File: config.mk
export PLATFORM = sky130hd
export DESIGN_NAME = imu_filter_settling
export DESIGN_NICKNAME = d
export VERILOG_FILES = /design/src/imu_filter_settling.v /design/src/settle_counter.v
export VERILOG_INCLUDE_DIRS = /design/src
export SDC_FILE = /design/constraint.sdc
export NUM_CORES = 1
export LEC_CHECK = 0
export ABC_AREA = 0
export BUFFER_PORTS_ARGS = -buffer_cell sky130_fd_sc_hd__buf_2
export CAP_MARGIN = 20
export CORE_ASPECT_RATIO = 1.1
export CORE_UTILIZATION = 29
export DETAILED_ROUTE_END_ITERATION = 12
export SETUP_SLACK_MARGIN = 0.2
export SYNTH_ARGS = -nofsm -noshare
export SYNTH_HDL_FRONTEND = slang
export SYNTH_SLANG_ARGS = --single-unit
File: constraint.sdc
create_clock -name sys_clk_i -period 1.95 [get_ports sys_clk_i]
set_input_delay 0.195 -clock sys_clk_i [delete_from_list [all_inputs] [get_ports sys_clk_i]]
set_output_delay 0.195 -clock sys_clk_i [all_outputs]
set_load 0.03 [all_outputs]
File: src/imu_filter_regs.vh
// imu_filter_regs.vh: register offsets, fields, codes and discard counts
// assumes inclusion by the settling block and its bench; definitions only
`ifndef IMU_FILTER_REGS_VH
`define IMU_FILTER_REGS_VH

// register byte offsets on the axi4-lite slave
`define OFS_ACCEL_CTRL 8'h00
`define OFS_GYRO_CTRL 8'h04
`define OFS_common_control_four 8'h08
`define OFS_common_control_six 8'h0c
`define OFS_gyro_control_seven 8'h10
`define OFS_STATUS 8'h14
`define OFS_ACCEL_LEFT 8'h18
`define OFS_GYRO_LEFT 8'h1c

// accel control: [3:0] rate code, [5:4] mode, [6] second lowpass en,
// [7] highpass path select, [10:8] composite cutoff
`define ACC_RATE_LSB 0
`define ACC_RATE_MSB 3
`define ACC_MODE_LSB 4
`define ACC_MODE_MSB 5
`define ACC_LP2_BIT 6
`define ACC_HPPATH_BIT 7
`define ACC_CUT_LSB 8
`define ACC_CUT_MSB 10
// gyro control: [3:0] rate code, [5:4] mode
`define GYR_RATE_LSB 0
`define GYR_RATE_MSB 3
`define GYR_MODE_LSB 4
`define GYR_MODE_MSB 5
// common_control_four: [1] first lowpass select
`define FIRST_LP_BIT 1
// common_control_six: [2:0] lowpass type
`define LP_TYPE_LSB 0
`define LP_TYPE_MSB 2
// gyro_control_seven: [6] highpass enable, [5:4] cutoff sel
`define HP_EN_BIT 6
`define HP_CUT_LSB 4
`define HP_CUT_MSB 5

// power modes
`define MODE_PD 2'h0
`define MODE_LP 2'h1
`define MODE_HP 2'h2

// rate codes
`define RATE_OFF 4'h0
`define RATE_12 4'h1
`define RATE_26 4'h2
`define RATE_52 4'h3
`define RATE_104 4'h4
`define RATE_208 4'h5
`define RATE_416 4'h6
`define RATE_833 4'h7
`define RATE_1667 4'h8
`define RATE_3333 4'h9
`define RATE_6667 4'ha
`define RATE_1P6 4'hb

// accel discard counts
`define ACC_LP_FROM_PD 16'h0002
`define ACC_HP_LOW 16'h0003
`define ACC_HP_1667 16'h0003
`define ACC_HP_3333 16'h0005
`define ACC_HP_6667 16'h000b
`define ACC_HP_RATE_CHG 16'h0003
`define ACC_MODE_SWITCH_EXTRA 16'h0001
`define CUT_ODR4 3'h0
`define ACC_CUT1 16'h000a
`define ACC_CUT1_HPF 16'h000e
`define ACC_CUT2 16'h0013
`define ACC_CUT3 16'h0026
`define ACC_CUT4 16'h004b
`define ACC_CUT5 16'h0096
`define ACC_CUT6 16'h0128
`define ACC_CUT7 16'h0253

// gyro highpass settling in seconds, tenths
`define HP_SETTLE_DS0 32'd450
`define HP_SETTLE_DS1 32'd110
`define HP_SETTLE_DS2 32'd30
`define HP_SETTLE_DS3 32'd7
`define DS_PER_S 32'd10
`define GYR_BASE_DISCARD 16'h0003

// axi responses
`define RESP_OKAY 2'h0
`define RESP_SLVERR 2'h2
`endif

File: src/imu_filter_settling.v
// imu_filter_settling.v: filter configuration and settling tracking for
// accel and gyro sample streams, registers over axi4-lite
// assumes sample strobes at the output rate, synchronous to sys_clk_i
//
// Local design decisions: register access over AXI4-Lite and the address map.
`timescale 1ns/1ps
`default_nettype none
`include "imu_filter_regs.vh"

// What this block does
// accel settling follows mode and rate normally
// new accel config applies at period end
// reader drops extra sample; rate change three
// reader drops rate dependent sample count
// narrow cutoff uses composite filter counts
// reader drops up to cutoff table counts
// gyro chain highpass, first, second lowpass
// gyro highpass only high performance, 2-bit cutoff
// highpass cutoff code picks settling seconds
// first lowpass select bit, 3-bit type
// second lowpass follows only gyro rate
// type codes 1xx refused at fastest rates
// samples marked unsettled until count elapses
module imu_filter_settling (
    input wire sys_clk_i,
    input wire reset_i,
    input wire [7:0] s_axi_awaddr,
    input wire s_axi_awvalid,
    output reg s_axi_awready,
    input wire [31:0] s_axi_wdata,
    input wire [3:0] s_axi_wstrb,
    input wire s_axi_wvalid,
    output reg s_axi_wready,
    output reg [1:0] s_axi_bresp,
    output reg s_axi_bvalid,
    input wire s_axi_bready,
    input wire [7:0] s_axi_araddr,
    input wire s_axi_arvalid,
    output reg s_axi_arready,
    output reg [31:0] s_axi_rdata,
    output reg [1:0] s_axi_rresp,
    output reg s_axi_rvalid,
    input wire s_axi_rready,
    input wire accel_sample_i,
    input wire gyro_sample_i,
    output reg accel_settled_o,
    output reg gyro_settled_o,
    output reg [3:0] gyro_stage_en_o,
    output reg [2:0] gyro_lowpass_type_o,
    output reg [1:0] gyro_highpass_cutoff_sel_o,
    output reg [3:0] gyro_rate_o
);
    parameter integer HP_SETTLE_SCALE = 1;

    reg [15:0] accel_shadow;
    reg [15:0] accel_active;
    reg accel_pending;
    reg [5:0] gyro_ctrl;
    reg [7:0] common_control_four;
    reg [7:0] common_control_six;
    reg [7:0] gyro_control_seven;
    reg [7:0] aw_addr;
    reg aw_have;
    reg [31:0] w_data;
    reg [3:0] w_strb;
    reg w_have;
    reg [15:0] accel_load_val;
    reg accel_load;
    reg [15:0] gyro_load_val;
    reg gyro_load;
    reg gyro_load_d;
    reg [31:0] next_rdata;
    reg [1:0] next_rresp;
    reg [15:0] next_accel_count;
    reg [15:0] rate_count;
    reg [15:0] next_gyro_count;
    reg [31:0] hp_ds;
    reg [31:0] hp_samples;
    wire [15:0] accel_left;
    wire [15:0] gyro_left;
    wire accel_done;
    wire gyro_done;

    wire [3:0] acc_rate = accel_active[`ACC_RATE_MSB:`ACC_RATE_LSB];
    wire [1:0] acc_mode = accel_active[`ACC_MODE_MSB:`ACC_MODE_LSB];
    wire [3:0] new_rate = accel_shadow[`ACC_RATE_MSB:`ACC_RATE_LSB];
    wire [1:0] new_mode = accel_shadow[`ACC_MODE_MSB:`ACC_MODE_LSB];
    wire new_lp2 = accel_shadow[`ACC_LP2_BIT];
    wire new_hppath = accel_shadow[`ACC_HPPATH_BIT];
    wire [2:0] new_cut = accel_shadow[`ACC_CUT_MSB:`ACC_CUT_LSB];
    wire [3:0] g_rate = gyro_ctrl[`GYR_RATE_MSB:`GYR_RATE_LSB];
    wire [1:0] g_mode = gyro_ctrl[`GYR_MODE_MSB:`GYR_MODE_LSB];
    wire [2:0] lp_type = common_control_six[`LP_TYPE_MSB:`LP_TYPE_LSB];
    wire fast_rate = (g_rate == `RATE_3333) || (g_rate == `RATE_6667);
    wire wr_go = aw_have && w_have && !s_axi_bvalid;

    // per-rate discard for a target configuration
    always @* begin
        rate_count = `ACC_HP_LOW;
        if (new_mode == `MODE_LP) begin
            rate_count = `ACC_LP_FROM_PD;
        end else if (new_rate == `RATE_1667) begin
            rate_count = `ACC_HP_1667;
        end else if (new_rate == `RATE_3333) begin
            rate_count = `ACC_HP_3333;
        end else if (new_rate == `RATE_6667) begin
            rate_count = `ACC_HP_6667;
        end
    end

    // accel discard count for the pending configuration
    always @* begin
        next_accel_count = rate_count;
        if ((new_lp2 || new_hppath) && new_cut != `CUT_ODR4) begin
            case (new_cut)
                3'h1: next_accel_count = new_hppath ? `ACC_CUT1_HPF : `ACC_CUT1;
                3'h2: next_accel_count = `ACC_CUT2;
                3'h3: next_accel_count = `ACC_CUT3;
                3'h4: next_accel_count = `ACC_CUT4;
                3'h5: next_accel_count = `ACC_CUT5;
                3'h6: next_accel_count = `ACC_CUT6;
                default: next_accel_count = `ACC_CUT7;
            endcase
        end else if (new_mode == `MODE_PD) begin
            next_accel_count = 16'h0000;
        end else if (acc_mode == `MODE_HP && new_mode == `MODE_HP && acc_rate != new_rate) begin
            if (rate_count < `ACC_HP_RATE_CHG) begin
                next_accel_count = `ACC_HP_RATE_CHG;
            end
        end else if (acc_mode != new_mode && acc_mode != `MODE_PD) begin
            next_accel_count = rate_count + `ACC_MODE_SWITCH_EXTRA;
        end
    end

    // gyro discard: base count, or highpass settling tenths divided down to whole seconds when highpass is on
    always @* begin
        case (gyro_control_seven[`HP_CUT_MSB:`HP_CUT_LSB])
            2'h0: hp_ds = `HP_SETTLE_DS0;
            2'h1: hp_ds = `HP_SETTLE_DS1;
            2'h2: hp_ds = `HP_SETTLE_DS2;
            default: hp_ds = `HP_SETTLE_DS3;
        endcase
        hp_samples = hp_ds / (`DS_PER_S * HP_SETTLE_SCALE);
        next_gyro_count = `GYR_BASE_DISCARD;
        if (gyro_control_seven[`HP_EN_BIT] && g_mode == `MODE_HP) begin
            next_gyro_count = hp_samples[15:0];
        end
    end

    // register writes and read mux
    always @* begin
        next_rdata = 32'h00000000;
        next_rresp = `RESP_OKAY;
        if (s_axi_araddr == `OFS_ACCEL_CTRL) begin
            next_rdata = {16'h0000, accel_shadow};
        end else if (s_axi_araddr == `OFS_GYRO_CTRL) begin
            next_rdata = {26'h0000000, gyro_ctrl};
        end else if (s_axi_araddr == `OFS_common_control_four) begin
            next_rdata = {24'h000000, common_control_four};
        end else if (s_axi_araddr == `OFS_common_control_six) begin
            next_rdata = {24'h000000, common_control_six};
        end else if (s_axi_araddr == `OFS_gyro_control_seven) begin
            next_rdata = {24'h000000, gyro_control_seven};
        end else if (s_axi_araddr == `OFS_STATUS) begin
            next_rdata = {29'h00000000, accel_pending, gyro_done, accel_done};
        end else if (s_axi_araddr == `OFS_ACCEL_LEFT) begin
            next_rdata = {16'h0000, accel_left};
        end else if (s_axi_araddr == `OFS_GYRO_LEFT) begin
            next_rdata = {16'h0000, gyro_left};
        end else begin
            next_rresp = `RESP_SLVERR;
        end
    end

    always @(posedge sys_clk_i) begin
        if (reset_i) begin
            s_axi_awready <= 1'b0;
            s_axi_wready <= 1'b0;
            s_axi_bvalid <= 1'b0;
            s_axi_bresp <= `RESP_OKAY;
            s_axi_arready <= 1'b0;
            s_axi_rvalid <= 1'b0;
            s_axi_rdata <= 32'h00000000;
            s_axi_rresp <= `RESP_OKAY;
            aw_have <= 1'b0;
            w_have <= 1'b0;
            aw_addr <= 8'h00;
            w_data <= 32'h00000000;
            w_strb <= 4'h0;
            accel_shadow <= 16'h0000;
            accel_active <= 16'h0000;
            accel_pending <= 1'b0;
            gyro_ctrl <= 6'h00;
            common_control_four <= 8'h00;
            common_control_six <= 8'h00;
            gyro_control_seven <= 8'h00;
            accel_load <= 1'b0;
            accel_load_val <= 16'h0000;
            gyro_load <= 1'b0;
            gyro_load_val <= 16'h0000;
            gyro_load_d <= 1'b0;
        end else begin
            s_axi_awready <= !aw_have && !s_axi_awready && s_axi_awvalid;
            s_axi_wready <= !w_have && !s_axi_wready && s_axi_wvalid;
            if (s_axi_awvalid && s_axi_awready) begin
                aw_have <= 1'b1;
                aw_addr <= s_axi_awaddr;
            end
            if (s_axi_wvalid && s_axi_wready) begin
                w_have <= 1'b1;
                w_data <= s_axi_wdata;
                w_strb <= s_axi_wstrb;
            end
            accel_load <= 1'b0;
            gyro_load <= 1'b0;
            if (wr_go) begin
                aw_have <= 1'b0;
                w_have <= 1'b0;
                s_axi_bvalid <= 1'b1;
                s_axi_bresp <= `RESP_OKAY;
                if (aw_addr == `OFS_ACCEL_CTRL) begin
                    if (w_strb[0]) accel_shadow[7:0] <= w_data[7:0];
                    if (w_strb[1]) accel_shadow[15:8] <= {5'h00, w_data[10:8]};
                    accel_pending <= 1'b1;
                end else if (aw_addr == `OFS_GYRO_CTRL) begin
                    if (w_strb[0]) gyro_ctrl <= w_data[5:0];
                    gyro_load <= 1'b1;
                end else if (aw_addr == `OFS_common_control_four) begin
                    if (w_strb[0]) common_control_four <= w_data[7:0];
                    gyro_load <= 1'b1;
                end else if (aw_addr == `OFS_common_control_six) begin
                    if (w_strb[0]) common_control_six <= w_data[7:0];
                    gyro_load <= 1'b1;
                end else if (aw_addr == `OFS_gyro_control_seven) begin
                    if (w_strb[0]) gyro_control_seven <= w_data[7:0];
                    gyro_load <= 1'b1;
                end else begin
                    s_axi_bresp <= `RESP_SLVERR;
                end
            end else if (s_axi_bvalid && s_axi_bready) begin
                s_axi_bvalid <= 1'b0;
            end
            s_axi_arready <= !s_axi_arready && !s_axi_rvalid && s_axi_arvalid;
            if (s_axi_arvalid && s_axi_arready) begin
                s_axi_rvalid <= 1'b1;
                s_axi_rdata <= next_rdata;
                s_axi_rresp <= next_rresp;
            end else if (s_axi_rvalid && s_axi_rready) begin
                s_axi_rvalid <= 1'b0;
            end
            // accel config applied when the current period completes
            if (accel_pending && accel_sample_i) begin
                accel_active <= accel_shadow;
                accel_pending <= wr_go && (aw_addr == `OFS_ACCEL_CTRL);
                accel_load <= 1'b1;
                accel_load_val <= next_accel_count;
            end
            gyro_load_val <= next_gyro_count;
            gyro_load_d <= gyro_load;
        end
    end

    settle_counter accel_settle (
        .sys_clk_i(sys_clk_i),
        .reset_i(reset_i),
        .load_i(accel_load),
        .count_i(accel_load_val),
        .sample_i(accel_sample_i),
        .left_o(accel_left),
        .settled_o(accel_done)
    );

    settle_counter gyro_settle (
        .sys_clk_i(sys_clk_i),
        .reset_i(reset_i),
        .load_i(gyro_load_d),
        .count_i(gyro_load_val),
        .sample_i(gyro_sample_i),
        .left_o(gyro_left),
        .settled_o(gyro_done)
    );

    // gyro chain stage controls
    always @(posedge sys_clk_i) begin
        if (reset_i) begin
            accel_settled_o <= 1'b0;
            gyro_settled_o <= 1'b0;
            gyro_stage_en_o <= 4'h0;
            gyro_lowpass_type_o <= 3'h0;
            gyro_highpass_cutoff_sel_o <= 2'h0;
            gyro_rate_o <= 4'h0;
        end else begin
            accel_settled_o <= accel_done && !accel_pending && !accel_load;
            gyro_settled_o <= gyro_done && !gyro_load && !gyro_load_d;
            // stage order: highpass, first lowpass, second lowpass
            gyro_stage_en_o[0] <= gyro_control_seven[`HP_EN_BIT] && g_mode == `MODE_HP;
            gyro_stage_en_o[1] <= common_control_four[`FIRST_LP_BIT];
            gyro_stage_en_o[2] <= (g_rate != `RATE_OFF);
            gyro_stage_en_o[3] <= fast_rate && lp_type[2];
            gyro_lowpass_type_o <= (fast_rate && lp_type[2]) ? 3'h0 : lp_type;
            gyro_highpass_cutoff_sel_o <= gyro_control_seven[`HP_CUT_MSB:`HP_CUT_LSB];
            gyro_rate_o <= g_rate;
        end
    end
endmodule
`default_nettype wire

File: src/settle_counter.v
// settle_counter.v: counts output samples down after a configuration change
// assumes a one-cycle sample strobe and a one-cycle load strobe
`timescale 1ns/1ps
`default_nettype none
module settle_counter (
    input wire sys_clk_i,
    input wire reset_i,
    input wire load_i,
    input wire [15:0] count_i,
    input wire sample_i,
    output reg [15:0] left_o,
    output reg settled_o
);
    always @(posedge sys_clk_i) begin
        if (reset_i) begin
            left_o <= 16'h0000;
            settled_o <= 1'b0;
        end else if (load_i) begin
            left_o <= count_i;
            settled_o <= (count_i == 16'h0000);
        end else if (sample_i && left_o != 16'h0000) begin
            left_o <= left_o - 16'h0001;
            settled_o <= (left_o == 16'h0001);
        end
    end
endmodule
`default_nettype wire

# Yosys cells after proc, flatten, opt, wreduce, memory -nomap -nowiden
# Index checks and enable logic that the tools add are counted.
dict set report totals {
  ff_bits 196
  output_inout_bits 56
  wordCells 202
}
dict set report classes {
  n_addsub 3
  n_div 1
  n_lt_le_gt_ge 1
  eq_ne 32
  mux 54
  bitwise_logic 6
  n_reduce_logical 68
}
# op n
set ops {}
lappend ops {{$mux 16} 17}
lappend ops {{$pmux 10 s6} 1}
lappend ops {{$eq 8x5->1 const B} 5}
lappend ops {{$div 32x4->32 const B} 1}
lappend ops {{$eq 16x1->1 const B} 2}
lappend ops {{$eq 8x4->1 const B} 4}
lappend ops {{$logic_not 16->1} 2}
lappend ops {{$reduce_bool 16->1} 2}
lappend ops {{$sub 16x1->16 const B} 2}
lappend ops {{$mux 2} 14}
lappend ops {{$logic_and 1x1->1} 27}
lappend ops {{$pmux 9 s3} 1}
lappend ops {{$eq 4x4->1 const B} 5}
lappend ops {{$add 16x1->16 const B} 1}
lappend ops {{$eq 8x3->1 const B} 2}
lappend ops {{$logic_not 8->1} 2}
lappend ops {{$lt 16x2->1 const B} 1}
lappend ops {{$mux 1} 16}
lappend ops {{$mux 4} 4}
lappend ops {{$reduce_bool 2->1} 7}
lappend ops {{$logic_not 1->1} 11}
lappend ops {{$eq 3x3->1 const B} 3}
lappend ops {{$eq 2x2->1 const B} 4}
lappend ops {{$reduce_and 7->1} 1}
lappend ops {{other kinds (18)} 30}

# Longest topological paths before layout
# Gate-level depths: netlist of run 1.
dict set report logic_depth {
  ltp_word 10
  mapped_depth 7
}

# Cells and area by module
# Synthesis of run 1 repeated with hierarchy kept, for this count alone.
dict set report unflattened {
  hier_cells 879
  area_unflattened_um2 7561.0
}
# mod n_inst cells_per_inst area_per_inst_um2 seq_area_each_um2
set modules_own_cells {}
lappend modules_own_cells {imu_filter_settling 1 615 5413.9 2462.4}
lappend modules_own_cells {settle_counter 2 132 1073.5 340.3}

# Least setup slack after synthesis of run 1
# No wires, ideal clock.
dict set report synth_path {
  path_type {register -> register}
  startpoint {reg aw_addr[1]}
  endpoint {reg accel_shadow[1]}
  setup_time_ns 0.128
  t_arrival_ns 1.823
  slack_ns -0.001
  path_stages_with_launch 6
  path_buffers 0
  synth_period_minus_slack_ns 1.951
  cell_sequence {dfxtp_1 -> or4_4 -> nor4_4 -> nand3_2 -> mux2i_1 -> nor2_1}
}
dict set report synth_via {
  elab_chain_cells 2
}
# item line_no
set synth_lines {}
lappend synth_lines {{start, declared} imu_filter_settling.v:62} ;# reg [7:0] aw_addr;
lappend synth_lines {{start signal, assigned} imu_filter_settling.v:207} ;# aw_addr <= s_axi_awaddr;
lappend synth_lines {{$logic_not 8->1 (no source line)} --}
lappend synth_lines {{$reduce_and 3->1 (no source line)} --}
lappend synth_lines {{end signal, assigned} imu_filter_settling.v:222} ;# if (w_strb[0]) accel_shadow[7:0] <= w_data[7:0];
lappend synth_lines {{end, declared} imu_filter_settling.v:55} ;# reg [15:0] accel_shadow;
# Every way passes these cells.
# A chain may end at the register's enable or synchronous reset.

# Worst setup path in the final report of run 1
dict set report layout_path {
  startpoint {reg aw_addr[7]}
  endpoint {reg common_control_six[6]}
}
dict set report layout_via {
  elab_chain_cells 3
  word_cells_on_any_way 8
}
# item line_no
set layout_lines {}
lappend layout_lines {{$eq 8x4->1 (no source line) (tied with other cells)} --}
lappend layout_lines {{$not 1->1 (no source line)} --}
lappend layout_lines {{$reduce_and 6->1 (no source line) *} --}
lappend layout_lines {{end signal, assigned} imu_filter_settling.v:232} ;# if (w_strb[0]) common_control_six <= w_data[7:0];
lappend layout_lines {{end, declared} imu_filter_settling.v:60} ;# reg [7:0] common_control_six;
# Every way passes the cells marked *; elsewhere a longest branch is shown, timed or not.

==> results of run 1 <==
-- kinds of logic after synthesis --
family                   after synthesis  share of synthesized area
AO/OA/AOI/OAI                        141                      0.127
XOR/XNOR                              29                     0.0351
adder cells (fa/ha/maj)               12                     0.0207
buffers and inverters                 84                     0.0544
flip-flops                           157                      0.434
multiplexers                          66                      0.105
other                                  1                   0.000518
AND/OR/NAND/NOR                      325                      0.223
-- routing by layer --
| layer | vias to the layer above | track usage | wire [microns] |
|---|---|---|---|
| met2 | 111 | 0.227 | 8480 |
| met5 | - | 0 | 0 |
| li1 | 3027 | - | - |
| met4 | 0 | 0.0501 | 306 |
| met1 | 2790 | 0.192 | 8810 |
| met3 | 22 | 0.0280 | 689 |
-- per-stage QoR --
step	total power (uW)	utilization	std cells
after floorplan	6190	-	832
after global placement	7110	0.329	1187
after detailed placement	7150	0.329	1187
after CTS	10600	0.358	1226
after global routing	12000	0.370	1236
final	11400	0.370	1236
-- worst max-delay path: cells and delay by family (launching register included) --
family        cells  cell delay [ps]
simple gates      4             1030
mux               1              230
flops             1              310
buf+inv           1              180
-- final timing paths --
| check | start | to | slack [ps] | cells past startpoint |
|---|---|---|---|---|
| setup reg to reg | aw_addr[7] | common_control_six[6] | 80 | 6 |
| hold reg to reg | s_axi_rdata[3] | s_axi_rdata[3] | 450 | 2 |
| setup / recovery | aw_addr[7] | common_control_six[6] | 80 | 6 |
| hold / removal | s_axi_awaddr[6] | aw_addr[6] | 10 | 3 |
-- area by class of cell --
cell class,instances,area (sq um)
clock buffer,18,439
multi-input combinational,591,4020
sequential,157,3160
tap,310,388
inverter,16,60.1
timing repair buffer,130,860
fill,2459,15400
clock inverter,14,130
-- cell usage in the layout, fill, tap and decap left out, drive strengths merged, types with 10 or more instances in the layout --
cell / synthesis / final
dfxtp: 157 / 157
buf: 29 / 126
nor2: 123 / 123
nand2: 77 / 77
a21oi: 60 / 60
mux2i: 50 / 50
nor3: 26 / 26
inv: 15 / 21
xor2: 20 / 20
conb: 1 / 18
clkbuf: 39 / 18
nand3: 17 / 17
o211ai: 13 / 13
ha: 12 / 12
nand4: 12 / 12
a22oi: 11 / 11
nor2b: 10 / 10
o21ai: 10 / 10
a211oi: 10 / 10
-- timing repair --
action | CTS | global route
setup buffers | 3 | 10
pin swaps | 13 | 33
gates resized for setup | 14 | 52
setup endpoints to repair | 64 | 70
hold buffers | 4 | 0
endpoints found under the hold margin | 4 | 0
cloned | 0 | 0
-- power by group --
group / internal (uW) / leakage, uW / switching [uW]
logic: 2070 / 0.00219 / 2190
clock network: 1710 / 0.000272 / 1450
registers: 3550 / 0.00128 / 439
total: 7330 / 0.00374 / 4080
-- flip-flops by register name, indices dropped and copies added (netlist names), 2 cells and up --
signal                      flops
accel_active                    2
accel_load_val                 10
accel_settle.left_o            16
accel_shadow                   11
aw_addr                         8
common_control_four             8
common_control_six              8
gyro_control_seven              8
gyro_ctrl                       6
gyro_highpass_cutoff_sel_o      2
gyro_load_val                   5
gyro_lowpass_type_o             3
gyro_rate_o                     4
gyro_settle.left_o             16
gyro_stage_en_o                 4
s_axi_rdata                    16
w_data                         11
w_strb                          2
==> impl_metrics.csv, run 1 <==
group,metric,value,unit
outcome,status,"finished, violations left",
outcome,violations,"DRC",
sta,hold_ws,14.8,ps
logic_synthesis,syn_inst,815,
routing,drt-wirelength-per-cell,14.8,microns
finish,nets,986,
die,core,24500,sq um
grt,grt_overflow_total,0,
logic_synthesis,synth.distinct_cells,67,
routing,post-route-drc-count,4,
finish,drive_gt1_frac,0.255,
cts,cts_tree,"yes",
routing,vias_per_cell,4.81,
worst_setup_path,cp_cell_sequence,"or4_4, nor4_4, buf_6, nand4_4, mux2i_1, nor2_1",
die,initial_core_util,0.296,
logic_synthesis,yosysWarnings,0,
sta,max_clock_freq,534,MHz
worst_setup_path,critPathMaxFanout,8,
logic_synthesis,ys_top_cells_by_area,"dfxtp_1 43%, mux2i_1 6.9%, nor2_1 6.4%",
worst_setup_path,cp-start-kind,"flop",
routing,postRouteAntennaNets,0,
routing,totalWireLength,18300,microns
cts,htree_levels,4,
sta,period_needed,1870,ps
flow_run,maxCapViolCount,0,
routing,vias,5950,
cts,path_clk_slew,70,ps
sta,finClkSkew,10.2,ps
die,die_h,168,microns
power,power.density,1260,nW/um^2
place,routabilityCongestion,0.810,
sta,worstMarginPinSlew,618,ps
die,die_area,25600,sq um
cts,cts_sinks,157,
sta,setup_violations,0,
routing,drt-pass1-iter-count,11,
cts,cts_buffer_depth,2,
finish,areaGrowthSynthToFinish,25.1,%
logic_synthesis,synth_common_cells,"157 x dfxtp_1, 123 x nor2_1, 77 x nand2_1",
sta,timing.final.crit_share,0.960,
grt,grt_pass1_vias,5500,
sta,finalSetupTns,0,ps
die,rows,60,
logic_synthesis,synth.largest_area_cell,"dfxtp_1",
logic_synthesis,ys_seq_elements,157,
sta,timing.slew.headroom,0.583,
worst_setup_path,critPathSlowestCell,"or4_4",
die,die_x,153,microns
finish,antennaDiodeCount,0,
routing,drt_iter0_drc,314,
cts,worstSkewPairLatency,440,ps
logic_synthesis,yosysMostFrequentCell,"dfxtp_1",
die,ios,117,
worst_setup_path,critPathCaptureType,"flop",
grt,grt_max_degree,43,
cts,numCtsBuffers,17,
logic_synthesis,synth-edff-count,0,
place,postPlaceCellArea,8060,sq um
logic_synthesis,synth_top_area_share,0.434,
worst_setup_path,crit_type,"reg2reg",
logic_synthesis,synthesis.area,7240,sq um
sta,hold_violations,0,
logic_synthesis,async_reset_ff_frac,0,
logic_synthesis,synth_flop_cell,"dfxtp_1",
sta,rsz0062_at_grt,"yes",
grt,grt_pass1_wl,29100,microns
grt,grtUsageTotal,0.143,
place,dp_hpwl,13000,microns
logic_synthesis,yosysSeqAreaShare,0.434,
worst_setup_path,arrival,2180,ps
power,leakage,0.00374,uW
place,io_buffers,75,
grt,antenna_found_initial,0,
power,ir_drop,558,uV
worst_setup_path,cp_slowest_stage_delay,570,ps
worst_setup_path,required,2260,ps
finish,fin_area,9060,sq um
worst_hold_path,hold_class,"in2reg",
place,dp_slack,36.6,ps
cts,cts_root_buf,"clkbuf_16",
logic_synthesis,syn_area_per_cell,8.88,sq um
sta,worst_slack,77.2,ps
sta,drv_slew,0,
Note: power is estimated with default switching activity, not from simulation.
==> run 2, diff against run 1 <==
==> constraint.sdc (replaced) <==
create_clock -name sys_clk_i -period 1.95 [get_ports sys_clk_i]
set_input_delay 0.585 -clock sys_clk_i [delete_from_list [all_inputs] [get_ports sys_clk_i]]
set_output_delay 0.585 -clock sys_clk_i [all_outputs]
set_load 0.03 [all_outputs]
==> run 2 against run 1 <==
- the run still ends with DRC left
- sequential power hardly changed
- register-to-register slack worse by 20 ps
- critical path depth is 1 higher
- clock power is 4% higher
- critical path type unchanged
- critical endpoint is now accel_shadow[5]
==> impl_metrics.csv, run 2 (synthesized netlist as in run 1, its figures left out) <==
group,metric,value,unit
cts,path_clk_slew,70,ps
place,dp_slack,-126,ps
place,routabilityCongestion,0.790,
sta,hold_ws,377,ps
worst_setup_path,reg2reg_to,"accel_shadow[5]",
die,rows,60,
place,postPlaceCellArea,8190,sq um
cts,cts_tree,"yes",
routing,drt_iter0_drc,306,
power,leakage,0.00380,uW
finish,layout.cells.most_common,"dfxtp_1",
power,swShare,0.359,
finish,multi_input_area,3960,sq um
sta,finClkSkew,10.7,ps
sta,setup_violations,0,
power,netSwitchingPower,4090,uW
flow_run,maxCapViolCount,0,
worst_setup_path,cp-start-kind,"flop",
grt,grt_max_degree,41,
finish,drive_gt1_frac,0.265,
worst_hold_path,hold_class,"in2reg",
worst_setup_path,arrival,2210,ps
worst_setup_path,critPathCaptureType,"flop",
finish,fin_area,9090,sq um
grt,antenna_found_initial,1,
power,ir_drop,637,uV
routing,totalWireLength,18500,microns
grt,grtUsageTotal,0.147,
power,share_comb_of_total_power,0.362,
cts,htree_levels,4,
finish,reg_top3,"accel_settle.left_o: 16 flops, gyro_settle.left_o: 16 flops, s_axi_rdata: 16 flops",
finish,fillCellCount,2499,
routing,postRouteAntennaNets,0,
outcome,status,"finished, violations left",
worst_hold_path,whs_path_depth,3,
place,io_buffers,75,
die,initial_core_util,0.296,
grt,grt_pass1_wl,29700,microns
power,clockPowerShare,0.289,
finish,areaGrowthSynthToFinish,25.6,%
sta,period_needed,1890,ps
sta,timing.slew.headroom,0.557,
sta,hold_violations,0,
grt,grt_pass1_vias,5673,
cts,cts_buffer_depth,2,
worst_setup_path,worst-r2r-setup-slack,60,ps
worst_setup_path,required,2280,ps
die,die_h,168,microns
routing,drt-wirelength-per-cell,14.8,microns
finish,layout.area.seq,3170,sq um
place,dp_hpwl,13300,microns
worst_hold_path,hold_path_end,"w_data[1]",
power,power.density,1250,nW/um^2
worst_hold_path,worstHoldStart,"s_axi_wdata[1]",
sta,rsz0062_at_grt,"yes",
finish,layout_common_cells,"141 x dfxtp_1, 120 x nor2_1, 76 x nand2_1",
cts,worstSkewPairLatency,440,ps
grt,grt_overflow_total,0,
die,die_x,153,microns
die,die_area,25600,sq um
cts,numCtsBuffers,17,
sta,worst_slack,61.8,ps
outcome,violations,"DRC",
worst_setup_path,crit_type,"reg2reg",
routing,post-route-drc-count,3,
worst_setup_path,critPathMaxFanout,8,
power,p_total,11400,uW
sta,drv_slew,0,
sta,timing.final.crit_share,0.968,
routing,drt-pass1-iter-count,9,
power,p_int,7320,uW
sta,max_clock_freq,530,MHz
worst_setup_path,worst_r2r_path_depth,7,
power,sequentialPowerShare,0.349,
routing,vias_per_cell,4.88,
cts,cts_sinks,157,
die,core,24500,sq um
sta,worstMarginPinSlew,664,ps
cts,cts_root_buf,"clkbuf_16",
finish,nets,995,
routing,vias,6075,
worst_setup_path,r2r_start,"aw_addr[7]",
die,ios,117,
run 2: power by group through the flow:
stage               logic (uW)  clock network [uW]  registers (uW)
floorplan                 2300                   0            3910
global placement          3200                   0            3970
detailed placement        3220                   0            3980
CTS                       3410                3380            3930
global route              4530                3520            4020
finish                    4130                3300            3980
run 2: repair_timing:
action                                  CTS  global route
gates cloned                              0             1
setup buffers                             5             8
hold buffers                              0             0
gates resized for setup                  14            42
endpoints found under the setup margin   66            74
pin swaps                                 6            32
run 2: through the flow:
step                      std cells   util  setup TNS, ps
final                          1246  0.372              0
after global routing           1246  0.372           -794
after CTS                      1236  0.363              0
after detailed placement       1199  0.335           -943
after global placement         1199  0.335           -741
after floorplan                 832      -              0
run 2: area by class of cell:
class,count,share of cell area
sequential,157,0.349
inverter,16,0.00660
antenna,1,0.000275
timing repair buffer,139,0.101
clock buffer,17,0.0468
clock inverter,15,0.0186
tap,310,0.0427
multi-input combinational,591,0.436
run 2: per-layer routing:
metal	global-route usage	up-vias	share of wire
li1	-	3057	-
met1	0.193	2847	0.47
met2	0.231	145	0.47
met3	0.0352	26	0.049
met4	0.0602	0	0.019
met5	0	-	0
run 2: worst max path at each step:
stage,startpoint,endpoint,slack [ps],cells past startpoint
2_1_floorplan,aw_addr[1],accel_shadow[1],80,5
3_3_place_gp,s_axi_araddr[5],s_axi_rdata[11],-100,6
3_5_place_dp,s_axi_araddr[5],s_axi_rdata[12],-130,6
4_1_cts,aw_addr[7],common_control_six[0],60,6
5_1_grt,aw_addr[7],gyro_ctrl[2],-50,6
6_report,aw_addr[7],accel_shadow[5],60,7
run 2: worst max-delay path, cell delays in order (launching register included):
cell	delay, ps
dfxtp_2	330
or4_4	570
nor4_4	160
buf_6	170
buf_4	120
nand3_4	160
mux2i_1	220
nor2_1	60
